==> config.mk <==
export PLATFORM = sky130hd
export DESIGN_NAME = i2c_host_seq
export DESIGN_NICKNAME = d
export VERILOG_FILES = /design/src/i2c_seq_pkg.sv /design/src/i2c_host_seq.sv
export SDC_FILE = /design/constraint.sdc
export NUM_CORES = 1
export LEC_CHECK = 0
export CORE_UTILIZATION = 45
export DETAILED_ROUTE_END_ITERATION = 12
export DONT_BUFFER_PORTS = 1
export SLEW_MARGIN = 20
export SYNTH_ARGS = -nofsm -noshare
export SYNTH_HDL_FRONTEND = slang
export SYNTH_SLANG_ARGS = --single-unit
==> constraint.sdc <==
create_clock -name core_clk -period 4.1 [get_ports core_clk]
set_clock_uncertainty 0.2 [all_clocks]
set_input_delay 0.41 -clock core_clk [delete_from_list [all_inputs] [get_ports core_clk]]
set_output_delay 0.41 -clock core_clk [all_outputs]
set_load 0.02 [all_outputs]
==> src/i2c_seq_pkg.sv <==
package i2c_seq_pkg;
  localparam int         DIV_W          = 7;      // divider width, bits 6:0
  localparam logic [6:0] DIV_RESET      = 7'h09;  // default divider after reset
  localparam logic [6:0] CNT_ONE        = 7'h01;
  localparam logic [6:0] CNT_ZERO       = 7'h00;
  localparam logic [7:0] BYTE_ZERO      = 8'h00;
  localparam logic [2:0] BIT_LAST       = 3'h7;
  localparam logic [2:0] BIT_FIRST      = 3'h0;
  localparam int         BIT_ACK_EN     = 4;      // control bit of the ack sequence enable
  localparam int         BIT_STOP_EN    = 2;      // control bit of the stop sequence enable
  localparam int         BIT_STOP_SEEN  = 4;      // status bit of the stop-detected flag

  typedef enum logic [4:0] {
    ST_IDLE    = 5'b00000,
    ST_ST_HI   = 5'b00001,  // start: both high, counting
    ST_ST_SDA  = 5'b00010,  // start: sda low, counting
    ST_RS_SCLL = 5'b00011,  // repeated start: scl low, sda released
    ST_RS_SCLH = 5'b00100,  // repeated start: scl released, waiting high
    ST_RS_HI   = 5'b00101,  // repeated start: both high, counting
    ST_RS_SDA  = 5'b00110,  // repeated start: sda low, counting
    ST_TX_LO   = 5'b00111,  // bit time, scl low
    ST_TX_HI   = 5'b01000,  // bit time, scl high
    ST_TX_WAIT = 5'b01001,  // waiting scl high (stretch)
    ST_AK_LO   = 5'b01010,
    ST_AK_WAIT = 5'b01011,
    ST_AK_HI   = 5'b01100,
    ST_SP_LO   = 5'b01101,  // stop: sda driven low, waiting sample
    ST_SP_CNT  = 5'b01110,
    ST_SP_SCL  = 5'b01111,  // stop: scl released, one period
    ST_SP_DET  = 5'b10000,  // stop: sda released, wait for stop
    ST_SP_END  = 5'b10001   // stop: one period before finish
  } seq_state_e;
endpackage

==> src/i2c_host_seq.sv <==
// Behaviour
// - ack enable: hold scl low, drive ack value
// - ack: one period, release scl, period, low
// - ack end: clear enable, stop generator, idle
// - buffer write during ack/stop: collision flag
// - stop: sda low, count, release scl, sda
// - stop seen sets flag; period later irq
// - sleep: keep receiving, wake if enabled
// - reset/disable aborts, clears start/stop flags
// - busy bus: stop raises interrupt if enabled
// - released sda read low: collision, idle
// - tx collision: halt, clear full, release
// - sequence collision: abort, release, clear enable
// - after collision watch bus, stop sets irq
// - new write restarts byte at first bit
// - start with line low: collision, idle
// - start: load divider, scl low is collision
// - start: early sda on fall, then scl low
// - rstart: count, release scl, check sda
// - rstart: scl fall before sda low collides
// - rstart: both high, sda low, scl low
`timescale 1ns/100ps
module i2c_host_seq #(
  parameter int DIV_W = i2c_seq_pkg::DIV_W
) (
  input  wire logic             core_clk,
  input  wire logic             rstn,
  input  wire logic             module_enable,
  input  wire logic [DIV_W-1:0] baud_divider_reg,
  input  wire logic             irq_enable,
  input  wire logic             sleep_mode,
  input  wire logic             start_req,
  input  wire logic             rstart_req,
  input  wire logic             ack_req,
  input  wire logic             stop_req,
  input  wire logic             ack_data_value,
  input  wire logic             buf_write,
  input  wire logic [7:0]       buf_wdata,
  input  wire logic             write_collision_flag_clear,
  input  wire logic             bcol_clear,
  input  wire logic             irq_clear,
  input  wire logic             sda_in,
  input  wire logic             scl_in,
  output logic                  sda_out,
  output logic                  sda_oe,
  output logic                  scl_out,
  output logic                  scl_oe,
  output logic                  ack_seq_enable,
  output logic                  stop_seq_enable,
  output logic                  start_seq_enable,
  output logic                  rstart_seq_enable,
  output logic [7:0]            transfer_buffer,
  output logic                  buffer_full_flag,
  output logic                  write_collision_flag,
  output logic                  bus_collision_flag,
  output logic                  serial_irq_flag,
  output logic                  start_seen,
  output logic                  stop_seen,
  output logic                  wake_req
);
  // counter and reload port share this width; the divider field has no more than seven bits
  if (DIV_W < 2 || DIV_W > 7) begin : g_bad_width
    $error("divider width must be 2..7");
  end

  i2c_seq_pkg::seq_state_e st_q, st_d;
  logic [DIV_W-1:0] cnt_q;
  logic [2:0]       bit_q;
  logic [7:0]       shreg_q;
  logic             sda_drv_q, scl_drv_q;
  logic             sda_p_q, scl_p_q;
  logic             ack_en_q, stop_en_q, st_en_q, rs_en_q;

  // true while a state code lies inside one sequence's block of codes
  function automatic logic st_between(i2c_seq_pkg::seq_state_e s,
                                      i2c_seq_pkg::seq_state_e lo,
                                      i2c_seq_pkg::seq_state_e hi);
    return (s >= lo) && (s <= hi);
  endfunction

  // generator reload value and decodes
  wire [DIV_W-1:0] reload   = baud_divider_reg;
  wire             tout     = (cnt_q == DIV_W'(i2c_seq_pkg::CNT_ZERO));
  wire             in_idle  = (st_q == i2c_seq_pkg::ST_IDLE);
  wire             in_tx    = (st_q == i2c_seq_pkg::ST_TX_LO) || (st_q == i2c_seq_pkg::ST_TX_HI)
                              || (st_q == i2c_seq_pkg::ST_TX_WAIT);
  wire             in_ack   = (st_q == i2c_seq_pkg::ST_AK_LO) || (st_q == i2c_seq_pkg::ST_AK_WAIT)
                              || (st_q == i2c_seq_pkg::ST_AK_HI);
  wire             in_stop  = (st_q >= i2c_seq_pkg::ST_SP_LO);
  wire             busy     = !in_idle;
  wire             cur_bit  = shreg_q[7];
  // bus conditions seen on sampled lines
  wire             start_ev = scl_in && scl_p_q && sda_p_q && !sda_in;
  wire             stop_ev  = scl_in && scl_p_q && !sda_p_q && sda_in;
  // released sda read low while scl high: lost arbitration
  wire             arb_lost = !sda_drv_q && !sda_in && scl_in
                              && (st_q == i2c_seq_pkg::ST_TX_HI || st_q == i2c_seq_pkg::ST_AK_HI);
  // start refused when either line is already low
  wire             st_bad   = in_idle && start_req && (!sda_in || !scl_in);
  // scl low with sda high during first start count
  wire             st_col   = (st_q == i2c_seq_pkg::ST_ST_HI) && !scl_in && sda_in;
  // repeated start collisions
  wire             rs_col   = (st_q == i2c_seq_pkg::ST_RS_SCLH && scl_in && !sda_in)
                              || (st_q == i2c_seq_pkg::ST_RS_HI && !scl_in && sda_in);
  // any collision wins over the state moves below and frees both lines at once
  wire             bcol_ev  = module_enable && (arb_lost || st_bad || st_col || rs_col);
  wire             wr_ok    = buf_write && !busy && module_enable;
  wire             wr_col   = buf_write && (in_ack || in_stop || (busy && !wr_ok));
  wire             stop_fin = (st_q == i2c_seq_pkg::ST_SP_END) && tout;
  wire             byte_end = (st_q == i2c_seq_pkg::ST_TX_HI) && tout && (bit_q == i2c_seq_pkg::BIT_LAST);

  // next state of the sequencer
  always_comb begin
    st_d = st_q;
    case (st_q)
      i2c_seq_pkg::ST_IDLE: begin
        if (start_req && sda_in && scl_in) st_d = i2c_seq_pkg::ST_ST_HI;
        else if (rstart_req) st_d = i2c_seq_pkg::ST_RS_SCLL;
        else if (ack_req) st_d = i2c_seq_pkg::ST_AK_LO;
        else if (stop_req) st_d = i2c_seq_pkg::ST_SP_LO;
        else if (wr_ok) st_d = i2c_seq_pkg::ST_TX_LO;
      end
      i2c_seq_pkg::ST_ST_HI: if (tout || !sda_in) st_d = i2c_seq_pkg::ST_ST_SDA;
      i2c_seq_pkg::ST_ST_SDA: if (tout) st_d = i2c_seq_pkg::ST_IDLE; // scl low ignored
      i2c_seq_pkg::ST_RS_SCLL: if (tout && sda_in) st_d = i2c_seq_pkg::ST_RS_SCLH;
      i2c_seq_pkg::ST_RS_SCLH: if (scl_in && sda_in) st_d = i2c_seq_pkg::ST_RS_HI;
      i2c_seq_pkg::ST_RS_HI: begin
        if (!sda_in) st_d = i2c_seq_pkg::ST_RS_SDA;             // not a collision
        else if (tout) st_d = i2c_seq_pkg::ST_RS_SDA;
      end
      i2c_seq_pkg::ST_RS_SDA: if (tout) st_d = i2c_seq_pkg::ST_IDLE; // scl low regardless
      i2c_seq_pkg::ST_TX_LO: if (tout) st_d = i2c_seq_pkg::ST_TX_WAIT;
      i2c_seq_pkg::ST_TX_WAIT: if (scl_in) st_d = i2c_seq_pkg::ST_TX_HI;
      i2c_seq_pkg::ST_TX_HI: begin
        if (tout) st_d = (bit_q == i2c_seq_pkg::BIT_LAST) ? i2c_seq_pkg::ST_IDLE
                                                         : i2c_seq_pkg::ST_TX_LO;
      end
      i2c_seq_pkg::ST_AK_LO: if (tout) st_d = i2c_seq_pkg::ST_AK_WAIT;
      i2c_seq_pkg::ST_AK_WAIT: if (scl_in) st_d = i2c_seq_pkg::ST_AK_HI;
      i2c_seq_pkg::ST_AK_HI: if (tout) st_d = i2c_seq_pkg::ST_IDLE;
      i2c_seq_pkg::ST_SP_LO: if (!sda_in) st_d = i2c_seq_pkg::ST_SP_CNT;
      i2c_seq_pkg::ST_SP_CNT: if (tout) st_d = i2c_seq_pkg::ST_SP_SCL;
      i2c_seq_pkg::ST_SP_SCL: if (tout) st_d = i2c_seq_pkg::ST_SP_DET;
      i2c_seq_pkg::ST_SP_DET: if (stop_ev) st_d = i2c_seq_pkg::ST_SP_END;
      i2c_seq_pkg::ST_SP_END: if (tout) st_d = i2c_seq_pkg::ST_IDLE;
      default: st_d = i2c_seq_pkg::ST_IDLE;
    endcase
    if (!module_enable || bcol_ev) st_d = i2c_seq_pkg::ST_IDLE;
  end

  // generator reloads on every state change and in idle, counts down otherwise and holds at zero
  wire reload_now = (st_d != st_q) || (st_q == i2c_seq_pkg::ST_ST_HI && !sda_in);
  wire [DIV_W-1:0] cnt_d = (reload_now || in_idle) ? reload
                         : (tout ? cnt_q : cnt_q - DIV_W'(i2c_seq_pkg::CNT_ONE));

  // line drive levels per state; only low or released
  // levels follow st_d, so a pin moves on the same edge as the state that owns it
  logic sda_drv_d, scl_drv_d;
  always_comb begin
    sda_drv_d = 1'b0;
    scl_drv_d = 1'b0;
    case (st_d)
      i2c_seq_pkg::ST_ST_SDA:  sda_drv_d = 1'b1;
      i2c_seq_pkg::ST_RS_SCLL: scl_drv_d = 1'b1;
      i2c_seq_pkg::ST_RS_SDA:  sda_drv_d = 1'b1;
      i2c_seq_pkg::ST_TX_LO: begin
        scl_drv_d = 1'b1;
        sda_drv_d = !cur_bit;
      end
      i2c_seq_pkg::ST_TX_WAIT, i2c_seq_pkg::ST_TX_HI: sda_drv_d = !cur_bit;
      i2c_seq_pkg::ST_AK_LO: begin
        scl_drv_d = 1'b1;
        sda_drv_d = !ack_data_value;
      end
      i2c_seq_pkg::ST_AK_WAIT, i2c_seq_pkg::ST_AK_HI: sda_drv_d = !ack_data_value;
      i2c_seq_pkg::ST_SP_LO, i2c_seq_pkg::ST_SP_CNT: begin
        sda_drv_d = 1'b1;
        scl_drv_d = 1'b1;
      end
      i2c_seq_pkg::ST_SP_SCL: sda_drv_d = 1'b1;                   // scl released
      default: begin
        sda_drv_d = 1'b0;
        scl_drv_d = 1'b0;
      end
    endcase
    // scl stays low after a completed start, rstart, ack or byte
    if (st_d == i2c_seq_pkg::ST_IDLE && !bcol_ev && module_enable &&
        (st_q == i2c_seq_pkg::ST_ST_SDA || st_q == i2c_seq_pkg::ST_RS_SDA ||
         st_q == i2c_seq_pkg::ST_AK_HI || st_q == i2c_seq_pkg::ST_TX_HI))
      scl_drv_d = 1'b1;
    if (st_d == i2c_seq_pkg::ST_IDLE && scl_drv_q && st_q == i2c_seq_pkg::ST_IDLE
        && module_enable && !bcol_ev)
      scl_drv_d = 1'b1;                                           // host holds clock between bytes
    if (st_q == i2c_seq_pkg::ST_ST_SDA || st_q == i2c_seq_pkg::ST_RS_SDA)
      sda_drv_d = sda_drv_d || (st_d == i2c_seq_pkg::ST_IDLE && !bcol_ev && module_enable);
  end

  // sequencer, generator and line registers
  always_ff @(posedge core_clk or negedge rstn) begin
    if (!rstn) begin
      st_q      <= i2c_seq_pkg::ST_IDLE;
      cnt_q     <= DIV_W'(i2c_seq_pkg::DIV_RESET);
      sda_drv_q <= 1'b0;
      scl_drv_q <= 1'b0;
      sda_p_q   <= 1'b1;
      scl_p_q   <= 1'b1;
    end else begin
      st_q      <= st_d;
      cnt_q     <= cnt_d;
      sda_drv_q <= sda_drv_d;
      scl_drv_q <= scl_drv_d;
      sda_p_q   <= sda_in;
      scl_p_q   <= scl_in;
    end
  end

  // shifter restarts from the first bit on every accepted write
  always_ff @(posedge core_clk or negedge rstn) begin
    if (!rstn) begin
      shreg_q         <= i2c_seq_pkg::BYTE_ZERO;
      bit_q           <= i2c_seq_pkg::BIT_FIRST;
      transfer_buffer <= i2c_seq_pkg::BYTE_ZERO;
    end else if (wr_ok) begin
      shreg_q         <= buf_wdata;                               // refused writes skip
      bit_q           <= i2c_seq_pkg::BIT_FIRST;
      transfer_buffer <= buf_wdata;
    end else if (st_q == i2c_seq_pkg::ST_TX_HI && tout) begin
      shreg_q <= {shreg_q[6:0], 1'b0};
      bit_q   <= bit_q + 3'h1;
    end
  end

  // enables follow the next state, so a refused request never shows a stray enable
  wire ack_en_d  = st_between(st_d, i2c_seq_pkg::ST_AK_LO, i2c_seq_pkg::ST_AK_HI);
  wire stop_en_d = st_between(st_d, i2c_seq_pkg::ST_SP_LO, i2c_seq_pkg::ST_SP_END);
  wire st_en_d   = st_between(st_d, i2c_seq_pkg::ST_ST_HI, i2c_seq_pkg::ST_ST_SDA);
  wire rs_en_d   = st_between(st_d, i2c_seq_pkg::ST_RS_SCLL, i2c_seq_pkg::ST_RS_SDA);

  // sequence enables clear at completion or collision
  always_ff @(posedge core_clk or negedge rstn) begin
    if (!rstn) begin
      ack_en_q  <= 1'b0;
      stop_en_q <= 1'b0;
      st_en_q   <= 1'b0;
      rs_en_q   <= 1'b0;
    end else begin
      ack_en_q  <= ack_en_d;
      stop_en_q <= stop_en_d;
      st_en_q   <= st_en_d;
      rs_en_q   <= rs_en_d;
    end
  end

  // flags; a hardware set wins over a software clear
  always_ff @(posedge core_clk or negedge rstn) begin
    if (!rstn) begin
      buffer_full_flag     <= 1'b0;
      write_collision_flag <= 1'b0;
      bus_collision_flag   <= 1'b0;
      serial_irq_flag      <= 1'b0;
      start_seen           <= 1'b0;
      stop_seen            <= 1'b0;
      wake_req             <= 1'b0;
    end else if (!module_enable) begin
      buffer_full_flag <= 1'b0;
      start_seen       <= 1'b0;
      stop_seen        <= 1'b0;
      wake_req         <= 1'b0;
    end else begin
      buffer_full_flag     <= wr_ok || (buffer_full_flag && !byte_end && !bcol_ev);
      write_collision_flag <= wr_col || (write_collision_flag && !write_collision_flag_clear);
      bus_collision_flag   <= bcol_ev || (bus_collision_flag && !bcol_clear);
      // completions, and a stop on the bus outside a stop sequence while irq_enable is set, raise the irq flag
      serial_irq_flag      <= (stop_fin || byte_end || (stop_ev && irq_enable && !in_stop)
                               || ((st_q == i2c_seq_pkg::ST_ST_SDA || st_q == i2c_seq_pkg::ST_RS_SDA
                                   || in_ack) && st_d == i2c_seq_pkg::ST_IDLE && !bcol_ev))
                              || (serial_irq_flag && !irq_clear);
      start_seen           <= start_ev || (start_seen && !stop_ev);
      stop_seen            <= stop_ev || (stop_seen && !start_ev);
      // module keeps working in sleep and wakes the core on byte end
      wake_req             <= sleep_mode && irq_enable && (byte_end || stop_ev || wake_req);
    end
  end

  // open-drain pins: output data always 0
  always_ff @(posedge core_clk or negedge rstn) begin
    if (!rstn) begin
      sda_oe  <= 1'b0;
      scl_oe  <= 1'b0;
      sda_out <= 1'b0;
      scl_out <= 1'b0;
    end else begin
      sda_oe  <= sda_drv_d;                                       // released on collision
      scl_oe  <= scl_drv_d;
      sda_out <= 1'b0;
      scl_out <= 1'b0;
    end
  end

  assign ack_seq_enable    = ack_en_q;
  assign stop_seq_enable   = stop_en_q;
  assign start_seq_enable  = st_en_q;
  assign rstart_seq_enable = rs_en_q;
endmodule

; Yosys cells after proc, flatten, opt, wreduce, memory -nomap -nowiden
; Cells that the tools add are included.
[word_totals]
ff_bits = 46
output_inout_bits = 23
word_cells = 210
input_bits = 31
[classes]
n_eq_ne = 32
reduce_logical = 109
addsub = 2
n_lt_le_gt_ge = 9
mux = 38
[op_table]
columns = cell, n
row1 = $mux W5, 21
row2 = $eq A5 B4 Y1 const B, 16
row3 = $pmux W5 S15, 1
row4 = $logic_and A1 B1 Y1, 53
row5 = $eq A5 B3 Y1 const B, 6
row6 = $logic_or A1 B1 Y1, 30
row7 = $eq A5 B2 Y1 const B, 4
row8 = $logic_not A1 Y1, 17
row9 = $mux W8, 2
row10 = $ge A5 B4 Y1 const B, 3
row11 = $mux W7, 2
row12 = $eq A5 B5 Y1 const B, 2
row13 = $logic_not A5 Y1, 2
row14 = $reduce_or A5 Y1, 2
row15 = $mux W3, 3
row16 = $mux W1, 8
row17 = $logic_not A7 Y1, 1
row18 = $sub A7 B1 Y7 const B, 1
row19 = $reduce_or A3 Y1, 2
row20 = $eq A5 B1 Y1 const B, 1
row21 = $ge A5 B1 Y1 const B, 1
row22 = $ge A5 B2 Y1 const B, 1
row23 = $le A5 B2 Y1 const B, 1
row24 = $le A5 B3 Y1 const B, 1
row25 = 9 further kinds, 9

; Longest topological paths before layout
[logic_depth]
ltp_word = 16
depth_mapped = 11
mapped_depth_nobuf = 10

; Worst setup path after synthesis
; No wires, ideal clock.
[synth_timing]
path_kind = reg-to-reg
start = register cnt_q[0]
end = register cnt_q[6]
t_arrival_ns = 2.689
setup_slack_ns = 1.086
path_stages_with_launch = 11
n_path_buf = 0
period_less_slack_ns = 3.014
required_ns = 3.775
setup_time_ns = 0.125
cell_sequence = dfstp_2 inv_1 ha_1 nor3b_4 and2_1 a32oi_1 nand3_4 and4_4 or4_4 nand4b_4 mux2_4
[synth_via]
elab_chain_cells = 9
word_cells_on_any_way = 22
cone_classes = add/sub: 1 / eq/ne: 2 / mux: 14 / reduce/logical: 5
[synth_lines]
columns = element, line
row1 = start: declaration, i2c_host_seq.sv:67  ; logic [DIV_W-1:0] cnt_q;
row2 = start signal: assignment, i2c_host_seq.sv:202  ; cnt_q <= DIV_W'(i2c_seq_pkg::DIV_RESET);
row3 = start signal: assignment, i2c_host_seq.sv:209  ; cnt_q <= cnt_d;
row4 = $logic_not A7 Y1, i2c_host_seq.sv:83  ; wire tout = (cnt_q == DIV_W'(i2c_seq_pkg::CNT_ZERO));
row5 = "$mux W5, or another cell as far along", i2c_host_seq.sv:129  ; else if (tout) st_d = i2c_seq_pkg::ST_RS_SDA;
row6 = "$mux W5, on equally long branches", "i2c_host_seq.sv:128, i2c_host_seq.sv:123, i2c_host_seq.sv:125"
row7 = $pmux W5 S15, i2c_host_seq.sv:115  ; case (st_q)
row8 = $mux W5, i2c_host_seq.sv:148  ; if (!module_enable || bcol_ev) st_d = i2c_seq_pkg::ST_IDLE;
row9 = $ne A5 B5 Y1, i2c_host_seq.sv:152  ; wire reload_now = (st_d != st_q) || (st_q == i2c_seq_pkg::ST_ST_HI && !sda_in);
row10 = $logic_or A1 B1 Y1, i2c_host_seq.sv:152
row11 = $logic_or A1 B1 Y1, i2c_host_seq.sv:153  ; wire [DIV_W-1:0] cnt_d = (reload_now || in_idle) ? reload
row12 = $ne A2 B1 Y1 (no source line) or $mux W7 (tied branches), n/a
; Parallel ways exist; a longest one is shown, timed or not. The select of a mux whose other input is x is not followed.
; A chain may end at the register's enable or synchronous reset.

; Worst setup path in the final report
[layout_timing]
start = register cnt_q[1]
end = register cnt_q[5]
; The elaborated chain is that of the path after synthesis.

==> qor.yml <==
max_slew.worst_pin.slew_ns: 0.799
rsz0062_at_grt: "no"
drt_iter0_markers: 221
finalPower_mw: 2.22
cts_buffers: 5
cts-root-buf: "clkbuf_8"
cts_sinks: 46
vias: 2446
hold_ws_ns: 0.0136
clock_path_buffers: 2
crit_slowest_cell: "or4_4"
insertion_delay_ns: 0.30
synth_edf_count: 0
vdd_drop_max_mv: 0.349
io_pins: 54
ant_nets: 0
dp.cells: 387
drv_cap: 0
slew_violations: 0
synth_ff_type: "dfrtp_1"
gp_congestion: 0.868
final_core_util_pct: 49.2
hp-class: "input port to flop"
grt_max_degree: 47
endpoint_kind: "flop"
crit_chain: "inv_1, ha_1, nor3b_4, and2_1, o31a_2, nand3_4, and4_4, or4_4, nand4b_4, mux2_4"
initial_utilization_pct: 46.4
placed_cell_area_um2: 2960
ys_types: 67
ctsHoldBuffers: 4
cellPowerDensity_nw_per_um2: 714
grt_pass1_vias: 2347
fin_crit_sh_pct: 85.1
num_rows: 29
drt-total-wl_um: 7390
die_area_um2: 6830
arrival_ns: 3.48
yosys_warnings: 0
synthesis.instances: 324
synthArstFlopShare_pct: 100
fin_crit_ns: 3.49
cts_resized: 0
cts-htree-levels: 2
worst_slack_ns: 0.610
fp.dieW_um: 82.7
reg2reg_from: "cnt_q[1]"
required_ns: 4.09
cts_tree: "yes"
grt_util_all_layers_pct: 23.3
critPathTopFamily: "simple AND/OR/NAND/NOR gates"
crit_type: "flop to flop"
ys_seq_area_share_pct: 39.5
multi_input_area_um2: 1640
synth_area_um2: 2930
clkPwrFrac_pct: 13.4
rr_worst_depth: 10
place_ws_ns: 0.642
cts_setup_buffers: 0
cp_num_buf_inv: 1
drive_gt1_share_pct: 13.0
hold_depth: 2
coreArea_um2: 6310
hold_end: "transfer_buffer[0]"
slew_headroom_pct: 46.5
routedWlPerCell_um: 18.5
hold_viol: 0
syn_avg_cell_area_um2: 9.04
critPathMaxStageDelay_ns: 0.52
grt_pass1_wl_um: 11700
antenna_cells: 0
grt_overflow_total: 0
antenna_found_initial: 0
critPathMaxFanout: 12
worst_r2r_endpoint: "cnt_q[5]"
nFillCells: 633
r2r_slack_ns: 0.61
port_buffers: 0
power_frac_comb_pct: 46.6
status: "finished, final reports clean"
via_per_inst: 6.13
area_growth_pct: 6.15
tns_ns: 0
hpwl_um: 5290
setup_viol: 0
switchingPower_uw: 983
startpoint_type: "flop"
cellInternalPower_mw: 1.24
route.detailed.drc: 0
swShare_pct: 44.3
layout.nets: 355
path_clk_slew_ns: 0.09
seq_area_um2: 1160
ys_ff_latch: 46
final_cells: 399
max_freq_ghz: 0.287
min_from: "buf_wdata[0]"
seqPwrFrac_pct: 39.9
p_leak_nw: 1.34
design_area_um2: 3110
die_y_um: 82.7
drt_first_pass_iters: 4
[synth_stat cells (all sizes together), types with 4 or more instances]
| library cell | count | share of area, % |
|---|---|---|
| nand2 | 46 | 5.9 |
| dfrtp | 42 | 36 |
| nor2 | 27 | 3.5 |
| o21ai | 24 | 4.1 |
| buf | 14 | 3.0 |
| nor3 | 11 | 2.2 |
| mux2 | 10 | 4.7 |
| a21oi | 9 | 1.5 |
| nand3 | 9 | 2.0 |
| inv | 8 | 1.0 |
| mux2i | 8 | 2.7 |
| nand2b | 8 | 1.7 |
| nor2b | 7 | 1.5 |
| a31oi | 6 | 1.3 |
| clkbuf | 6 | 0.77 |
| xnor2 | 6 | 1.8 |
| a211oi | 4 | 1.0 |
| a21boi | 4 | 1.0 |
| and2 | 4 | 0.85 |
| dfstp | 4 | 3.6 |
| nand4 | 4 | 0.85 |
| or3 | 4 | 0.85 |
[area by class of cell]
class | count | area share [%]
multi-input combinational | 251 | 52.6
sequential | 46 | 37.2
tap | 77 | 3.10
timing repair buffer | 9 | 3.06
clock buffer | 7 | 2.78
inverter | 8 | 0.966
clock inverter | 1 | 0.282
[power by group through the flow]
stage,Sequential [mW],Clock (mW),Combinational [mW]
2_1_floorplan,0.820,0,0.875
3_3_place_gp,0.891,0,1.01
3_5_place_dp,0.891,0,1.01
4_1_cts,0.885,0.312,1.03
5_1_grt,0.912,0.325,1.16
6_report,0.886,0.298,1.04
[layer usage]
| metal | GRT usage [%] | share of wire (%) | up-vias |
|---|---|---|---|
| met5 | 0 | 0 | - |
| met4 | 9.83 | 2.2 | 0 |
| met3 | 3.85 | 6.4 | 14 |
| met2 | 34.9 | 45 | 79 |
| met1 | 32.9 | 47 | 1191 |
| li1 | - | - | 1162 |
[worst reg2reg max path, cell delays in order, from the launching register on]
cell and delay [ns]:
dfrtp_1 0.41, inv_1 0.07, ha_1 0.18, nor3b_4 0.40
and2_1 0.48, o31a_2 0.24, nand3_4 0.14, and4_4 0.22
or4_4 0.52, nand4b_4 0.21, mux2_4 0.32
[state kept, by name (all words and copies together) (netlist names)]
signal / count
sda_oe: 1
wake_req: 1
start_seen: 1
scl_p_q: 1
stop_seen: 1
buffer_full_flag: 1
write_collision_flag: 1
serial_irq_flag: 1
ack_seq_enable: 1
bit_q: 3
scl_oe: 1
st_q: 5
stop_seq_enable: 1
rstart_seq_enable: 1
sda_p_q: 1
shreg_q: 8
cnt_q: 7
start_seq_enable: 1
bus_collision_flag: 1
transfer_buffer: 8
[cell usage in the layout, fill, tap and decap left out, types with 3 or more instances in the layout]
cell | synthesis | routed
nand2_1 | 46 | 46
dfrtp_1 | 42 | 42
nor2_1 | 27 | 27
o21ai_0 | 24 | 24
nor3_1 | 9 | 9
a21oi_1 | 9 | 9
nand2b_1 | 8 | 8
mux2i_1 | 8 | 8
nand3_1 | 8 | 8
inv_1 | 7 | 7
nor2b_1 | 7 | 7
mux2_4 | 7 | 7
a31oi_1 | 6 | 6
xnor2_1 | 6 | 6
clkbuf_8 | 0 | 6
buf_4 | 5 | 5
or3_1 | 4 | 4
a211oi_1 | 4 | 4
and2_1 | 4 | 4
nand4_1 | 4 | 4
a21boi_0 | 4 | 4
dfstp_2 | 4 | 4
and3_1 | 3 | 3
nand3b_1 | 3 | 3
o22ai_1 | 3 | 3
mux2_2 | 3 | 3
a22o_1 | 3 | 3
ha_1 | 3 | 3
dlygate4sd3_1 | 0 | 3
[how the worst max path moves through the flow]
stage | to | depth (start not counted) | slack, ns | startpoint
CTS | cnt_q[1] | 10 | 0.63 | cnt_q[1]
floorplan | cnt_q[6] | 10 | 1.09 | cnt_q[0]
global placement | cnt_q[2] | 10 | 0.74 | cnt_q[1]
detailed placement | cnt_q[2] | 10 | 0.64 | cnt_q[1]
finish | cnt_q[5] | 10 | 0.61 | cnt_q[1]
global route | cnt_q[5] | 10 | 0.42 | cnt_q[1]
[cell families after synthesis]
group	Yosys count	synth area share [%]
AO/OA/AOI/OAI	80	18.8
other	1	0.128
flip-flops	46	39.5
AND/OR/NAND/NOR	140	25.6
multiplexers	18	7.48
adder cells (fa/ha/maj)	3	1.28
XOR/XNOR	8	2.39
buffers and inverters	28	4.79
Note: power is estimated with default switching activity, not from simulation.
